File: src/mtcr_pkg.sv
// Purpose: shared constants of the MAC test control register bank
// Assumes: byte-wide registers on a byte-addressed user slave port
// Notes: offsets are byte addresses of the user slave port

package mtcr_pkg;

    localparam int ADDR_WIDTH = 16;
    localparam int DATA_WIDTH = 8;
    localparam int THRESH_WIDTH = 9;
    localparam int PAUSE_WIDTH = 16;

    // Register offsets
    localparam logic [15:0] OFFS_VERSION_IDENTIFIER = 16'h8000;
    localparam logic [15:0] OFFS_TEST_CONTROL = 16'h8001;
    localparam logic [15:0] OFFS_TEST_CONTROL_SECOND = 16'h8002;
    localparam logic [15:0] OFFS_MAC_CLIENT_CONTROL = 16'h8003;
    localparam logic [15:0] OFFS_PAUSE_TIME_LOW = 16'h8004;
    localparam logic [15:0] OFFS_PAUSE_TIME_HIGH = 16'h8005;
    localparam logic [15:0] OFFS_AFULL_LOW = 16'h8006;
    localparam logic [15:0] OFFS_AFULL_HIGH = 16'h8007;
    localparam logic [15:0] OFFS_AEMPTY_LOW = 16'h8008;
    localparam logic [15:0] OFFS_AEMPTY_HIGH = 16'h8009;

    // Test control fields
    localparam int TC_SWAP = 0;
    localparam int TC_LOOP = 1;
    localparam int TC_PHY_RESET = 2;
    localparam int TC_CLKSEL = 3;
    localparam logic [7:0] TC_MASK = 8'h0F;

    // MAC client control fields
    localparam int MC_PAUSE_REQ = 0;
    localparam int MC_CTRL_FRAME = 1;
    localparam int MC_FORCE_FULL = 2;
    localparam int MC_FORCE_EMPTY = 3;
    localparam int MC_IGNORE_NEXT = 4;
    localparam logic [7:0] MC_MASK = 8'h1F;

    // Threshold high registers hold one bit
    localparam logic [7:0] TH_HIGH_MASK = 8'h01;

    localparam logic [7:0] RESET_VALUE = 8'h00;
    localparam logic [7:0] UNMAPPED_VALUE = 8'h00;

    // Identity code; value is arbitrary
    localparam logic [7:0] DEFAULT_VERSION_ID = 8'h5C;

endpackage

File: src/mtcr_byte_reg.sv
// Purpose: one writable byte register with a writable-bit mask
// Assumes: synchronous active-high reset
// Notes: bits outside the mask stay zero

`timescale 1ns/1ns

module mtcr_byte_reg #(
    parameter logic [7:0] MASK = 8'hFF
)
(
    // Clock and reset
    input wire logic sys_clk,
    input wire logic rst,
    // Write side
    input wire logic writeHit,
    input wire logic [7:0] writeData,
    // Stored value
    output logic [7:0] value
);
    import mtcr_pkg::*;

    always_ff @(posedge sys_clk)
    begin
        if (rst)
            value <= RESET_VALUE;
        else if (writeHit)
            value <= writeData & MASK;
    end

endmodule

File: src/mtcr_read_mux.sv
// Purpose: read-data selection of the register bank
// Assumes: register values already masked
// Notes: unmapped addresses read as zero

`timescale 1ns/1ns

module mtcr_read_mux
(
    // Address
    input wire logic [mtcr_pkg::ADDR_WIDTH-1:0] addr,
    // Register values
    input wire logic [7:0] versionId,
    input wire logic [7:0] testControl,
    input wire logic [7:0] testControlSecond,
    input wire logic [7:0] macClientControl,
    input wire logic [7:0] pauseTimeLow,
    input wire logic [7:0] pauseTimeHigh,
    input wire logic [7:0] almostFullLow,
    input wire logic [7:0] almostFullHigh,
    input wire logic [7:0] almostEmptyLow,
    input wire logic [7:0] almostEmptyHigh,
    // Selected value
    output logic [7:0] readValue
);
    import mtcr_pkg::*;

    assign readValue =
        (addr == OFFS_VERSION_IDENTIFIER) ? versionId :
        (addr == OFFS_TEST_CONTROL) ? testControl :
        (addr == OFFS_TEST_CONTROL_SECOND) ? testControlSecond :
        (addr == OFFS_MAC_CLIENT_CONTROL) ? macClientControl :
        (addr == OFFS_PAUSE_TIME_LOW) ? pauseTimeLow :
        (addr == OFFS_PAUSE_TIME_HIGH) ? pauseTimeHigh :
        (addr == OFFS_AFULL_LOW) ? almostFullLow :
        (addr == OFFS_AFULL_HIGH) ? almostFullHigh :
        (addr == OFFS_AEMPTY_LOW) ? almostEmptyLow :
        (addr == OFFS_AEMPTY_HIGH) ? almostEmptyHigh :
        UNMAPPED_VALUE;

endmodule

File: src/mtcr_regs.sv
// Purpose: control register bank of the MAC test application
// Assumes: user slave port strobes are one-cycle and synchronous to sys_clk
// Notes: read data is registered one cycle after the read strobe
//
// Contract
// - Version register is read-only, eight bits, always returns fixed code.
// - Test control bit 3 selects receive line clock (1) or pin clock (0).
// - Test control bit 2 drives active-low PHY reset output level.
// - Test control bit 1 enables client-side loopback.
// - Test control bit 0 enables address swap on the loopback path.
// - MAC control bit 4 drives ignore-next-packet directly.
// - Transmit-FIFO-empty is MAC control bit 3 OR loopback FIFO empty.
// - Receive-FIFO-full is MAC control bit 2 OR loopback FIFO full.
// - One loopback FIFO serves both receive and transmit flags.
// - MAC control bit 1 drives transmit control-frame input directly.
// - Pause request is MAC control bit 0 OR loopback FIFO almost full.
// - Pause time low byte gives bits 7:0, high byte bits 15:8.
// - Almost-full threshold is nine bits, bit 8 from high register bit 0.
// - Almost-empty low register gives threshold bits 7:0.
// - Almost-empty high register bit 0 gives threshold bit 8.
// - Every register is eight bits and byte addressable.

`timescale 1ns/1ns

module mtcr_regs #(
    parameter logic [7:0] VERSION_ID = mtcr_pkg::DEFAULT_VERSION_ID
)
(
    // Clock and reset
    input wire logic sys_clk,
    input wire logic rst,
    // User slave port
    input wire logic [mtcr_pkg::ADDR_WIDTH-1:0] slvAddr,
    input wire logic slvWrite,
    input wire logic slvRead,
    input wire logic [mtcr_pkg::DATA_WIDTH-1:0] slvWriteData,
    output logic [mtcr_pkg::DATA_WIDTH-1:0] slvReadData,
    output logic slvReadValid,
    // Loopback FIFO flags
    input wire logic fifoEmpty,
    input wire logic fifoFull,
    input wire logic fifoAlmostFull,
    // Loopback FIFO thresholds
    output logic [mtcr_pkg::THRESH_WIDTH-1:0] almostFullThreshold,
    output logic [mtcr_pkg::THRESH_WIDTH-1:0] almostEmptyThreshold,
    // Test path control
    output logic rxClockSelect,
    output logic phyReset_n,
    output logic loopbackEnable,
    output logic addressSwap,
    // MAC client inputs
    output logic ignoreNextPacket,
    output logic txFifoEmpty,
    output logic rxFifoFull,
    output logic txFifoControlFrame,
    output logic sendPauseRequest,
    output logic [mtcr_pkg::PAUSE_WIDTH-1:0] pauseTime
);
    import mtcr_pkg::*;

    ////////////////////////////////////////////////////////////////////////////
    // Elaboration checks

    // True when a field bit lies inside its writable mask
    function automatic logic fieldWritable(input logic [7:0] mask, input int pos);
        fieldWritable = (pos >= 0) && (pos < 8) && (mask[pos] == 1'b1);
    endfunction

    // The bank maps one register to each byte of data
    if (DATA_WIDTH != 8)
    begin : gDataWidthCheck
        $error("register data must be one byte wide");
    end

    // Offsets need sixteen address bits
    if (ADDR_WIDTH < 16)
    begin : gAddrWidthCheck
        $error("address too narrow for the register offsets");
    end

    if (PAUSE_WIDTH != 2 * DATA_WIDTH)
    begin : gPauseWidthCheck
        $error("pause time must span two register bytes");
    end

    if (THRESH_WIDTH != DATA_WIDTH + 1)
    begin : gThreshWidthCheck
        $error("thresholds must be one byte plus one bit");
    end

    if (!fieldWritable(TC_MASK, TC_SWAP) || !fieldWritable(TC_MASK, TC_LOOP) ||
        !fieldWritable(TC_MASK, TC_PHY_RESET) || !fieldWritable(TC_MASK, TC_CLKSEL))
    begin : gTestFieldCheck
        $error("test control field outside its writable mask");
    end

    if (!fieldWritable(MC_MASK, MC_PAUSE_REQ) || !fieldWritable(MC_MASK, MC_CTRL_FRAME) ||
        !fieldWritable(MC_MASK, MC_FORCE_FULL) || !fieldWritable(MC_MASK, MC_FORCE_EMPTY) ||
        !fieldWritable(MC_MASK, MC_IGNORE_NEXT))
    begin : gMacFieldCheck
        $error("MAC control field outside its writable mask");
    end

    // Threshold bit 8 is taken from bit 0 of the high registers
    if (!fieldWritable(TH_HIGH_MASK, 0))
    begin : gThreshHighCheck
        $error("threshold high mask must keep bit 0");
    end

    // Reserved bits must stay outside the writable masks
    if ((TC_MASK & 8'hF0) != 8'h00 || (MC_MASK & 8'hE0) != 8'h00 ||
        (TH_HIGH_MASK & 8'hFE) != 8'h00)
    begin : gReservedCheck
        $error("a reserved bit is writable");
    end

    ////////////////////////////////////////////////////////////////////////////
    // Write decode

    // Strobe and address are arguments so each assign follows them
    function automatic logic hitAt(
        input logic strobe,
        input logic [ADDR_WIDTH-1:0] addr,
        input logic [ADDR_WIDTH-1:0] offs
    );
        hitAt = strobe && (addr == offs);
    endfunction

    wire logic wrTestControl;
    wire logic wrTestControlSecond;
    wire logic wrMacClientControl;
    wire logic wrPauseLow;
    wire logic wrPauseHigh;
    wire logic wrAfullLow;
    wire logic wrAfullHigh;
    wire logic wrAemptyLow;
    wire logic wrAemptyHigh;

    // Each register sits at its own byte address
    // Unmapped and read-only offsets decode to no write
    assign wrTestControl = hitAt(slvWrite, slvAddr, OFFS_TEST_CONTROL);
    assign wrTestControlSecond = hitAt(slvWrite, slvAddr, OFFS_TEST_CONTROL_SECOND);
    assign wrMacClientControl = hitAt(slvWrite, slvAddr, OFFS_MAC_CLIENT_CONTROL);
    assign wrPauseLow = hitAt(slvWrite, slvAddr, OFFS_PAUSE_TIME_LOW);
    assign wrPauseHigh = hitAt(slvWrite, slvAddr, OFFS_PAUSE_TIME_HIGH);
    assign wrAfullLow = hitAt(slvWrite, slvAddr, OFFS_AFULL_LOW);
    assign wrAfullHigh = hitAt(slvWrite, slvAddr, OFFS_AFULL_HIGH);
    assign wrAemptyLow = hitAt(slvWrite, slvAddr, OFFS_AEMPTY_LOW);
    assign wrAemptyHigh = hitAt(slvWrite, slvAddr, OFFS_AEMPTY_HIGH);

    ////////////////////////////////////////////////////////////////////////////
    // Storage; masks keep reserved bits at zero

    logic [7:0] testControl;
    logic [7:0] testControlSecond;
    logic [7:0] macClientControl;
    logic [7:0] pauseTimeLow;
    logic [7:0] pauseTimeHigh;
    logic [7:0] almostFullLow;
    logic [7:0] almostFullHigh;
    logic [7:0] almostEmptyLow;
    logic [7:0] almostEmptyHigh;

    mtcr_byte_reg #(.MASK(TC_MASK)) testControlReg
    (
        .sys_clk(sys_clk),
        .rst(rst),
        .writeHit(wrTestControl),
        .writeData(slvWriteData),
        .value(testControl)
    );

    // Second test control is all reserved, so it keeps nothing
    mtcr_byte_reg #(.MASK(8'h00)) testControlSecondReg
    (
        .sys_clk(sys_clk),
        .rst(rst),
        .writeHit(wrTestControlSecond),
        .writeData(slvWriteData),
        .value(testControlSecond)
    );

    mtcr_byte_reg #(.MASK(MC_MASK)) macClientControlReg
    (
        .sys_clk(sys_clk),
        .rst(rst),
        .writeHit(wrMacClientControl),
        .writeData(slvWriteData),
        .value(macClientControl)
    );

    mtcr_byte_reg #(.MASK(8'hFF)) pauseLowReg
    (
        .sys_clk(sys_clk),
        .rst(rst),
        .writeHit(wrPauseLow),
        .writeData(slvWriteData),
        .value(pauseTimeLow)
    );

    mtcr_byte_reg #(.MASK(8'hFF)) pauseHighReg
    (
        .sys_clk(sys_clk),
        .rst(rst),
        .writeHit(wrPauseHigh),
        .writeData(slvWriteData),
        .value(pauseTimeHigh)
    );

    mtcr_byte_reg #(.MASK(8'hFF)) afullLowReg
    (
        .sys_clk(sys_clk),
        .rst(rst),
        .writeHit(wrAfullLow),
        .writeData(slvWriteData),
        .value(almostFullLow)
    );

    mtcr_byte_reg #(.MASK(TH_HIGH_MASK)) afullHighReg
    (
        .sys_clk(sys_clk),
        .rst(rst),
        .writeHit(wrAfullHigh),
        .writeData(slvWriteData),
        .value(almostFullHigh)
    );

    mtcr_byte_reg #(.MASK(8'hFF)) aemptyLowReg
    (
        .sys_clk(sys_clk),
        .rst(rst),
        .writeHit(wrAemptyLow),
        .writeData(slvWriteData),
        .value(almostEmptyLow)
    );

    mtcr_byte_reg #(.MASK(TH_HIGH_MASK)) aemptyHighReg
    (
        .sys_clk(sys_clk),
        .rst(rst),
        .writeHit(wrAemptyHigh),
        .writeData(slvWriteData),
        .value(almostEmptyHigh)
    );

    ////////////////////////////////////////////////////////////////////////////
    // Read path

    wire logic [7:0] readValue;

    // Version register has no storage and no write decode
    mtcr_read_mux readMux
    (
        .addr(slvAddr),
        .versionId(VERSION_ID),
        .testControl(testControl),
        .testControlSecond(testControlSecond),
        .macClientControl(macClientControl),
        .pauseTimeLow(pauseTimeLow),
        .pauseTimeHigh(pauseTimeHigh),
        .almostFullLow(almostFullLow),
        .almostFullHigh(almostFullHigh),
        .almostEmptyLow(almostEmptyLow),
        .almostEmptyHigh(almostEmptyHigh),
        .readValue(readValue)
    );

    // Read data holds the last value read until the next read strobe
    wire logic [7:0] next_slvReadData;

    assign next_slvReadData = slvRead ? readValue : slvReadData;

    always_ff @(posedge sys_clk)
    begin
        if (rst)
            slvReadValid <= 1'b0;
        else
            slvReadValid <= slvRead;
    end

    always_ff @(posedge sys_clk)
    begin
        if (rst)
            slvReadData <= RESET_VALUE;
        else
            slvReadData <= next_slvReadData;
    end

    ////////////////////////////////////////////////////////////////////////////
    // Field taps of the control registers

    wire logic clockSelectBit;
    wire logic phyResetBit;
    wire logic loopbackBit;
    wire logic swapBit;
    wire logic ignoreBit;
    wire logic forceEmptyBit;
    wire logic forceFullBit;
    wire logic controlFrameBit;
    wire logic pauseRequestBit;

    assign clockSelectBit = testControl[TC_CLKSEL];
    assign phyResetBit = testControl[TC_PHY_RESET];
    assign loopbackBit = testControl[TC_LOOP];
    assign swapBit = testControl[TC_SWAP];
    assign ignoreBit = macClientControl[MC_IGNORE_NEXT];
    assign forceEmptyBit = macClientControl[MC_FORCE_EMPTY];
    assign forceFullBit = macClientControl[MC_FORCE_FULL];
    assign controlFrameBit = macClientControl[MC_CTRL_FRAME];
    assign pauseRequestBit = macClientControl[MC_PAUSE_REQ];

    ////////////////////////////////////////////////////////////////////////////
    // Test path control

    assign rxClockSelect = clockSelectBit;
    assign phyReset_n = phyResetBit;
    assign loopbackEnable = loopbackBit;
    assign addressSwap = swapBit;

    ////////////////////////////////////////////////////////////////////////////
    // MAC client inputs; one FIFO's flags feed both directions

    // Software bits can only add to the FIFO's own conditions, never mask them
    assign ignoreNextPacket = ignoreBit;
    assign txFifoEmpty = forceEmptyBit | fifoEmpty;
    assign rxFifoFull = forceFullBit | fifoFull;
    assign txFifoControlFrame = controlFrameBit;
    assign sendPauseRequest = pauseRequestBit | fifoAlmostFull;
    assign pauseTime = {pauseTimeHigh, pauseTimeLow};

    ////////////////////////////////////////////////////////////////////////////
    // Loopback FIFO thresholds

    // Bit 8 of a threshold comes from bit 0 of its high register
    function automatic logic [THRESH_WIDTH-1:0] joinThreshold(
        input logic [7:0] high,
        input logic [7:0] low
    );
        joinThreshold = {high[0], low};
    endfunction

    assign almostFullThreshold = joinThreshold(almostFullHigh, almostFullLow);
    assign almostEmptyThreshold = joinThreshold(almostEmptyHigh, almostEmptyLow);

endmodule

File: config.mk
export PLATFORM = sky130hd
export DESIGN_NAME = mtcr_regs
export DESIGN_NICKNAME = d
export VERILOG_FILES = /design/src/mtcr_pkg.sv /design/src/mtcr_byte_reg.sv /design/src/mtcr_read_mux.sv /design/src/mtcr_regs.sv
export SDC_FILE = /design/constraint.sdc
export NUM_CORES = 1
export LEC_CHECK = 0
export ABC_AREA = 1
export BUFFER_PORTS_ARGS = -buffer_cell sky130_fd_sc_hd__buf_2
export CORE_ASPECT_RATIO = 0.9
export CORE_MARGIN = 3
export CORE_UTILIZATION = 54
export DETAILED_ROUTE_END_ITERATION = 8
export PLACE_DENSITY = 0.82
export SLEW_MARGIN = 20
export SYNTH_ARGS = -nofsm -noshare
export SYNTH_HDL_FRONTEND = slang
export SYNTH_SLANG_ARGS = --single-unit
File: constraint.sdc
create_clock -name sys_clk -period 3.8 [get_ports sys_clk]
set_input_delay 0.57 -clock sys_clk [delete_from_list [all_inputs] [get_ports sys_clk]]
set_output_delay 0.57 -clock sys_clk [all_outputs]
set_load 0.05 [all_outputs]
==> impl_metrics.csv <==
group,metric,value,unit
logic_synthesis,yosysSeqAreaShare,41.79,%
floorplanning,die_w,77.60,um
placement,dpl.hpwl,5210,um
worst_setup_path,startpoint_type,"input port",
worst_setup_path,crit_type,"input port to register",
grt,antenna_found_initial,0,
finish,finalInstanceArea,0.003022,sq mm
grt,track_usage,25.18,%
floorplanning,dieArea,0.005465,sq mm
sta,fmax,521.2,MHz
logic_synthesis,ys_top_cells_by_area,"dfxtp_1 42%, nand2_1 12%, a21oi_1 9.8%, inv_1 5.0%, o21ai_0 4.8%",
worst_setup_path,r2r-start,"afullHighReg.value[0]$_SDFFE_PP0P_",
floorplanning,ios,83,
grt,overflow,0,
drt,viasPerCell,5.448,
logic_synthesis,syn_avg_cell_area,7.179,sq um
grt,grt_pass1_vias,2362,
logic_synthesis,synth-seq-cells,52,
pwr,seq_power_share,52.4,%
logic_synthesis,syn-cell-area,0.002491,sq mm
logic_synthesis,synth_edf_count,0,
floorplanning,die_h,70.44,um
drt,drt_iter0_drc,213,
hold_path,hp-class,"register to register",
drt,wl_per_cell,14.26,um
hold_path,min_to,"slvReadData[7]$_SDFFE_PP0P_",
logic_synthesis,yosysTopAreaCell,"dfxtp_1",
grt,grt_max_degree,29,
sta,slew_violations,0,
sta,timing.slew.headroom,53.16,%
logic_synthesis,async_flop_share,0,%
cts,holdBufCountCts,0,
sta,hold_violations,0,
logic_synthesis,synth-warning-count,0,
sta,fin_crit,1.919,ns
finish,seq_area,0.001041,sq mm
drt,vias,2637,
floorplanning,core,0.004267,sq mm
cts,clkTransAtPathRegs,0.09,ns
logic_synthesis,synth_fp_nets,378,
pwr,p_int,0.8020,mW
worst_setup_path,endpoint_kind,"register",
logic_synthesis,synth_fa_ha_area_share,0,%
finish,nFillCells,353,
finish,multi_input_area,0.001200,sq mm
worst_setup_path,cp.arrival,2.09,ns
drt,totalWireLength,6904,um
sta,period_share,50.49,%
drt,ant_nets,0,
pwr,pwr_density_cell,345.4,mW/mm^2
sta,fin_setup_tns,0,ns
cts,htreeDepth,2,
sta,rsz0062_at_grt,"false",
worst_setup_path,reg2reg_depth,9,
finish,drive_gt1_share,31.13,%
placement,port_buffers,82,
logic_synthesis,synth_cell_types,29,
hold_path,holdPathStages,2,
grt,grt_pass1_wl,11030,um
finish,nets,454,
logic_synthesis,synth-xor-area-share,0,%
logic_synthesis,post-synth-top-area-fraction,41.79,%
pwr,pwr-share-comb,7.8,%
logic_synthesis,synth_compound_area_share,22.70,%
job,maxCapViolations,0,
worst_setup_path,crit_required,3.97,ns
logic_synthesis,synth.area.mux_share,0,%
pwr,p_clk_share,39.8,%
pwr,p_sw,0.2418,mW
sta,fin_ws,1.881,ns
status,status,"finished, final reports clean",
floorplanning,start_util,58.39,%
placement,dpl_cell_area,0.002895,sq mm
cts,cts_buffers,5,
finish,syn_to_final_growth,21.30,%
sta,tightest_slew,0.7019,ns
worst_setup_path,worst-path-max-fanout,17,
cts,clk-insertion-delay-late,0.30,ns
hold_path,hold_start,"slvReadData[7]$_SDFFE_PP0P_",
logic_synthesis,netlist_instances,347,
floorplanning,fp-row-count,22,
logic_synthesis,yosys.area_share.simple,25.46,%
sta,fin_skew,0.008380,ns
cts,cts_resized,0,
sta,setup_viol,0,
pwr,swShare,23.16,%
worst_setup_path,r2r-end,"slvReadData[0]$_SDFFE_PP0P_",
cts,cts_tree,"built",
pwr,p_leak,1.265,nW
logic_synthesis,synth_top_family_by_area,"simple AND/OR/NAND/NOR gates",
cts,clock_sinks,52,
drt,drc,0,
cts,clk_path_buf_depth,2,
drt,first_pass_iters,5,
worst_setup_path,reg2reg_setup_slack,2.60,ns
logic_synthesis,synth-main-ff-cell,"dfxtp_1",
placement,pre_cts_ws,1.599,ns
cts,postCtsSetupRepairBufs,0,
cts,cts-root-buf,"clkbuf_8",
placement,place.gp.congestion,1.001,
finish,antennaDiodeCount,0,
pwr,peakVddDrop,0.2936,mV
==> synth_stat cells, types with 6 or more instances <==
| library cell | n |
|---|---|
| nand2_1 | 79 |
| dfxtp_1 | 52 |
| a21oi_1 | 49 |
| inv_1 | 33 |
| o21ai_0 | 24 |
| o21ai_1 | 14 |
| nor2_1 | 13 |
| nand3_1 | 12 |
| inv_2 | 11 |
| nand2_2 | 7 |
| clkbuf_1 | 6 |
==> worst max-delay path by stage <==
stage / start / to / slack [ns] / cells after the start
final: slvAddr[13] / slvReadData[0]$_SDFFE_PP0P_ / 1.88 / 13
after global routing: slvAddr[13] / slvReadData[0]$_SDFFE_PP0P_ / 1.74 / 12
after CTS: slvAddr[13] / slvReadData[0]$_SDFFE_PP0P_ / 1.89 / 13
after detailed placement: slvAddr[13] / slvReadData[0]$_SDFFE_PP0P_ / 1.60 / 13
after global placement: slvAddr[11] / slvReadData[0]$_SDFFE_PP0P_ / 1.65 / 13
after floorplan: slvAddr[5] / aemptyLowReg.value[6]$_SDFFE_PP0P_ / 2.06 / 10
==> kinds of logic (layout without fill, tap and decap cells) <==
| group | Yosys count | count (layout) |
|---|---|---|
| simple gates | 134 | 134 |
| compound gates | 103 | 103 |
| buf+inv | 58 | 135 |
| flops | 52 | 52 |
==> per-layer routing <==
layer	up-vias	wire [um]	share of wire (%)	GRT usage (%)
li1	1292	-	-	-
met1	1200	3042	44	33.20
met2	133	3206	46	40.59
met3	12	537	7.8	5.670
met4	0	117	1.7	8.103
met5	-	0	0	0
==> state kept, by name, indices dropped and copies added (netlist names) <==
signal and flops:
afullHighReg.value 1, aemptyLowReg.value 8, pauseLowReg.value 8, aemptyHighReg.value 1, macClientControlReg.value 5, afullLowReg.value 8
testControlReg.value 4, slvReadData 8, pauseHighReg.value 8, slvReadValid 1
==> power groups by stage <==
stage / Sequential, mW / Clock, mW / Combinational, mW
finish: 0.547 / 0.416 / 0.0810
global route: 0.548 / 0.437 / 0.0880
CTS: 0.547 / 0.411 / 0.0800
detailed placement: 0.560 / 0 / 0.0797
global placement: 0.560 / 0 / 0.0784
floorplan: 0.567 / 0 / 0.0400
==> area by class of cell <==
cell class | instances | share of cell area, %
Multi-Input combinational cell | 237 | 39.71
Sequential cell | 52 | 34.45
Timing Repair Buffer | 82 | 13.58
Inverter | 45 | 5.590
Clock buffer | 7 | 3.188
Tap cell | 60 | 2.484
Clock inverter | 1 | 0.9938
==> cell usage in the layout (no fill, tap or decap), types with 11 or more instances in the layout <==
master   instances
a21oi_1         49
buf_2           82
dfxtp_1         52
inv_1           33
inv_2           11
nand2_1         79
nand3_1         12
nor2_1          13
o21ai_0         24
o21ai_1         14
==> stage by stage <==
| stage | power, mW | hold WS, ns | util (%) | cells |
|---|---|---|---|---|
| 2_1_floorplan | 0.6074 | 0.4346 | - | 347 |
| 4_1_cts | 1.038 | 0.4666 | 70.82 | 484 |
| 3_5_place_dp | 0.6397 | 0.4534 | 67.86 | 476 |
| 3_3_place_gp | 0.6384 | 0.4520 | 67.86 | 476 |
| 5_1_grt | 1.073 | 0.4925 | 70.82 | 484 |
| 6_report | 1.044 | 0.4652 | 70.82 | 484 |
==> critical path, cell delays in order <==
cell,delay [ns]
buf_2,0.09
nor2_1,0.10
nand2_1,0.09
nor2_4,0.37
nand2_2,0.26
nand2_1,0.13
inv_1,0.04
nand2_1,0.06
nand4_1,0.08
nand2_1,0.08
nand2_1,0.08
nand2_1,0.09
a21oi_2,0.05
Note: power is estimated with default switching activity, not from simulation.
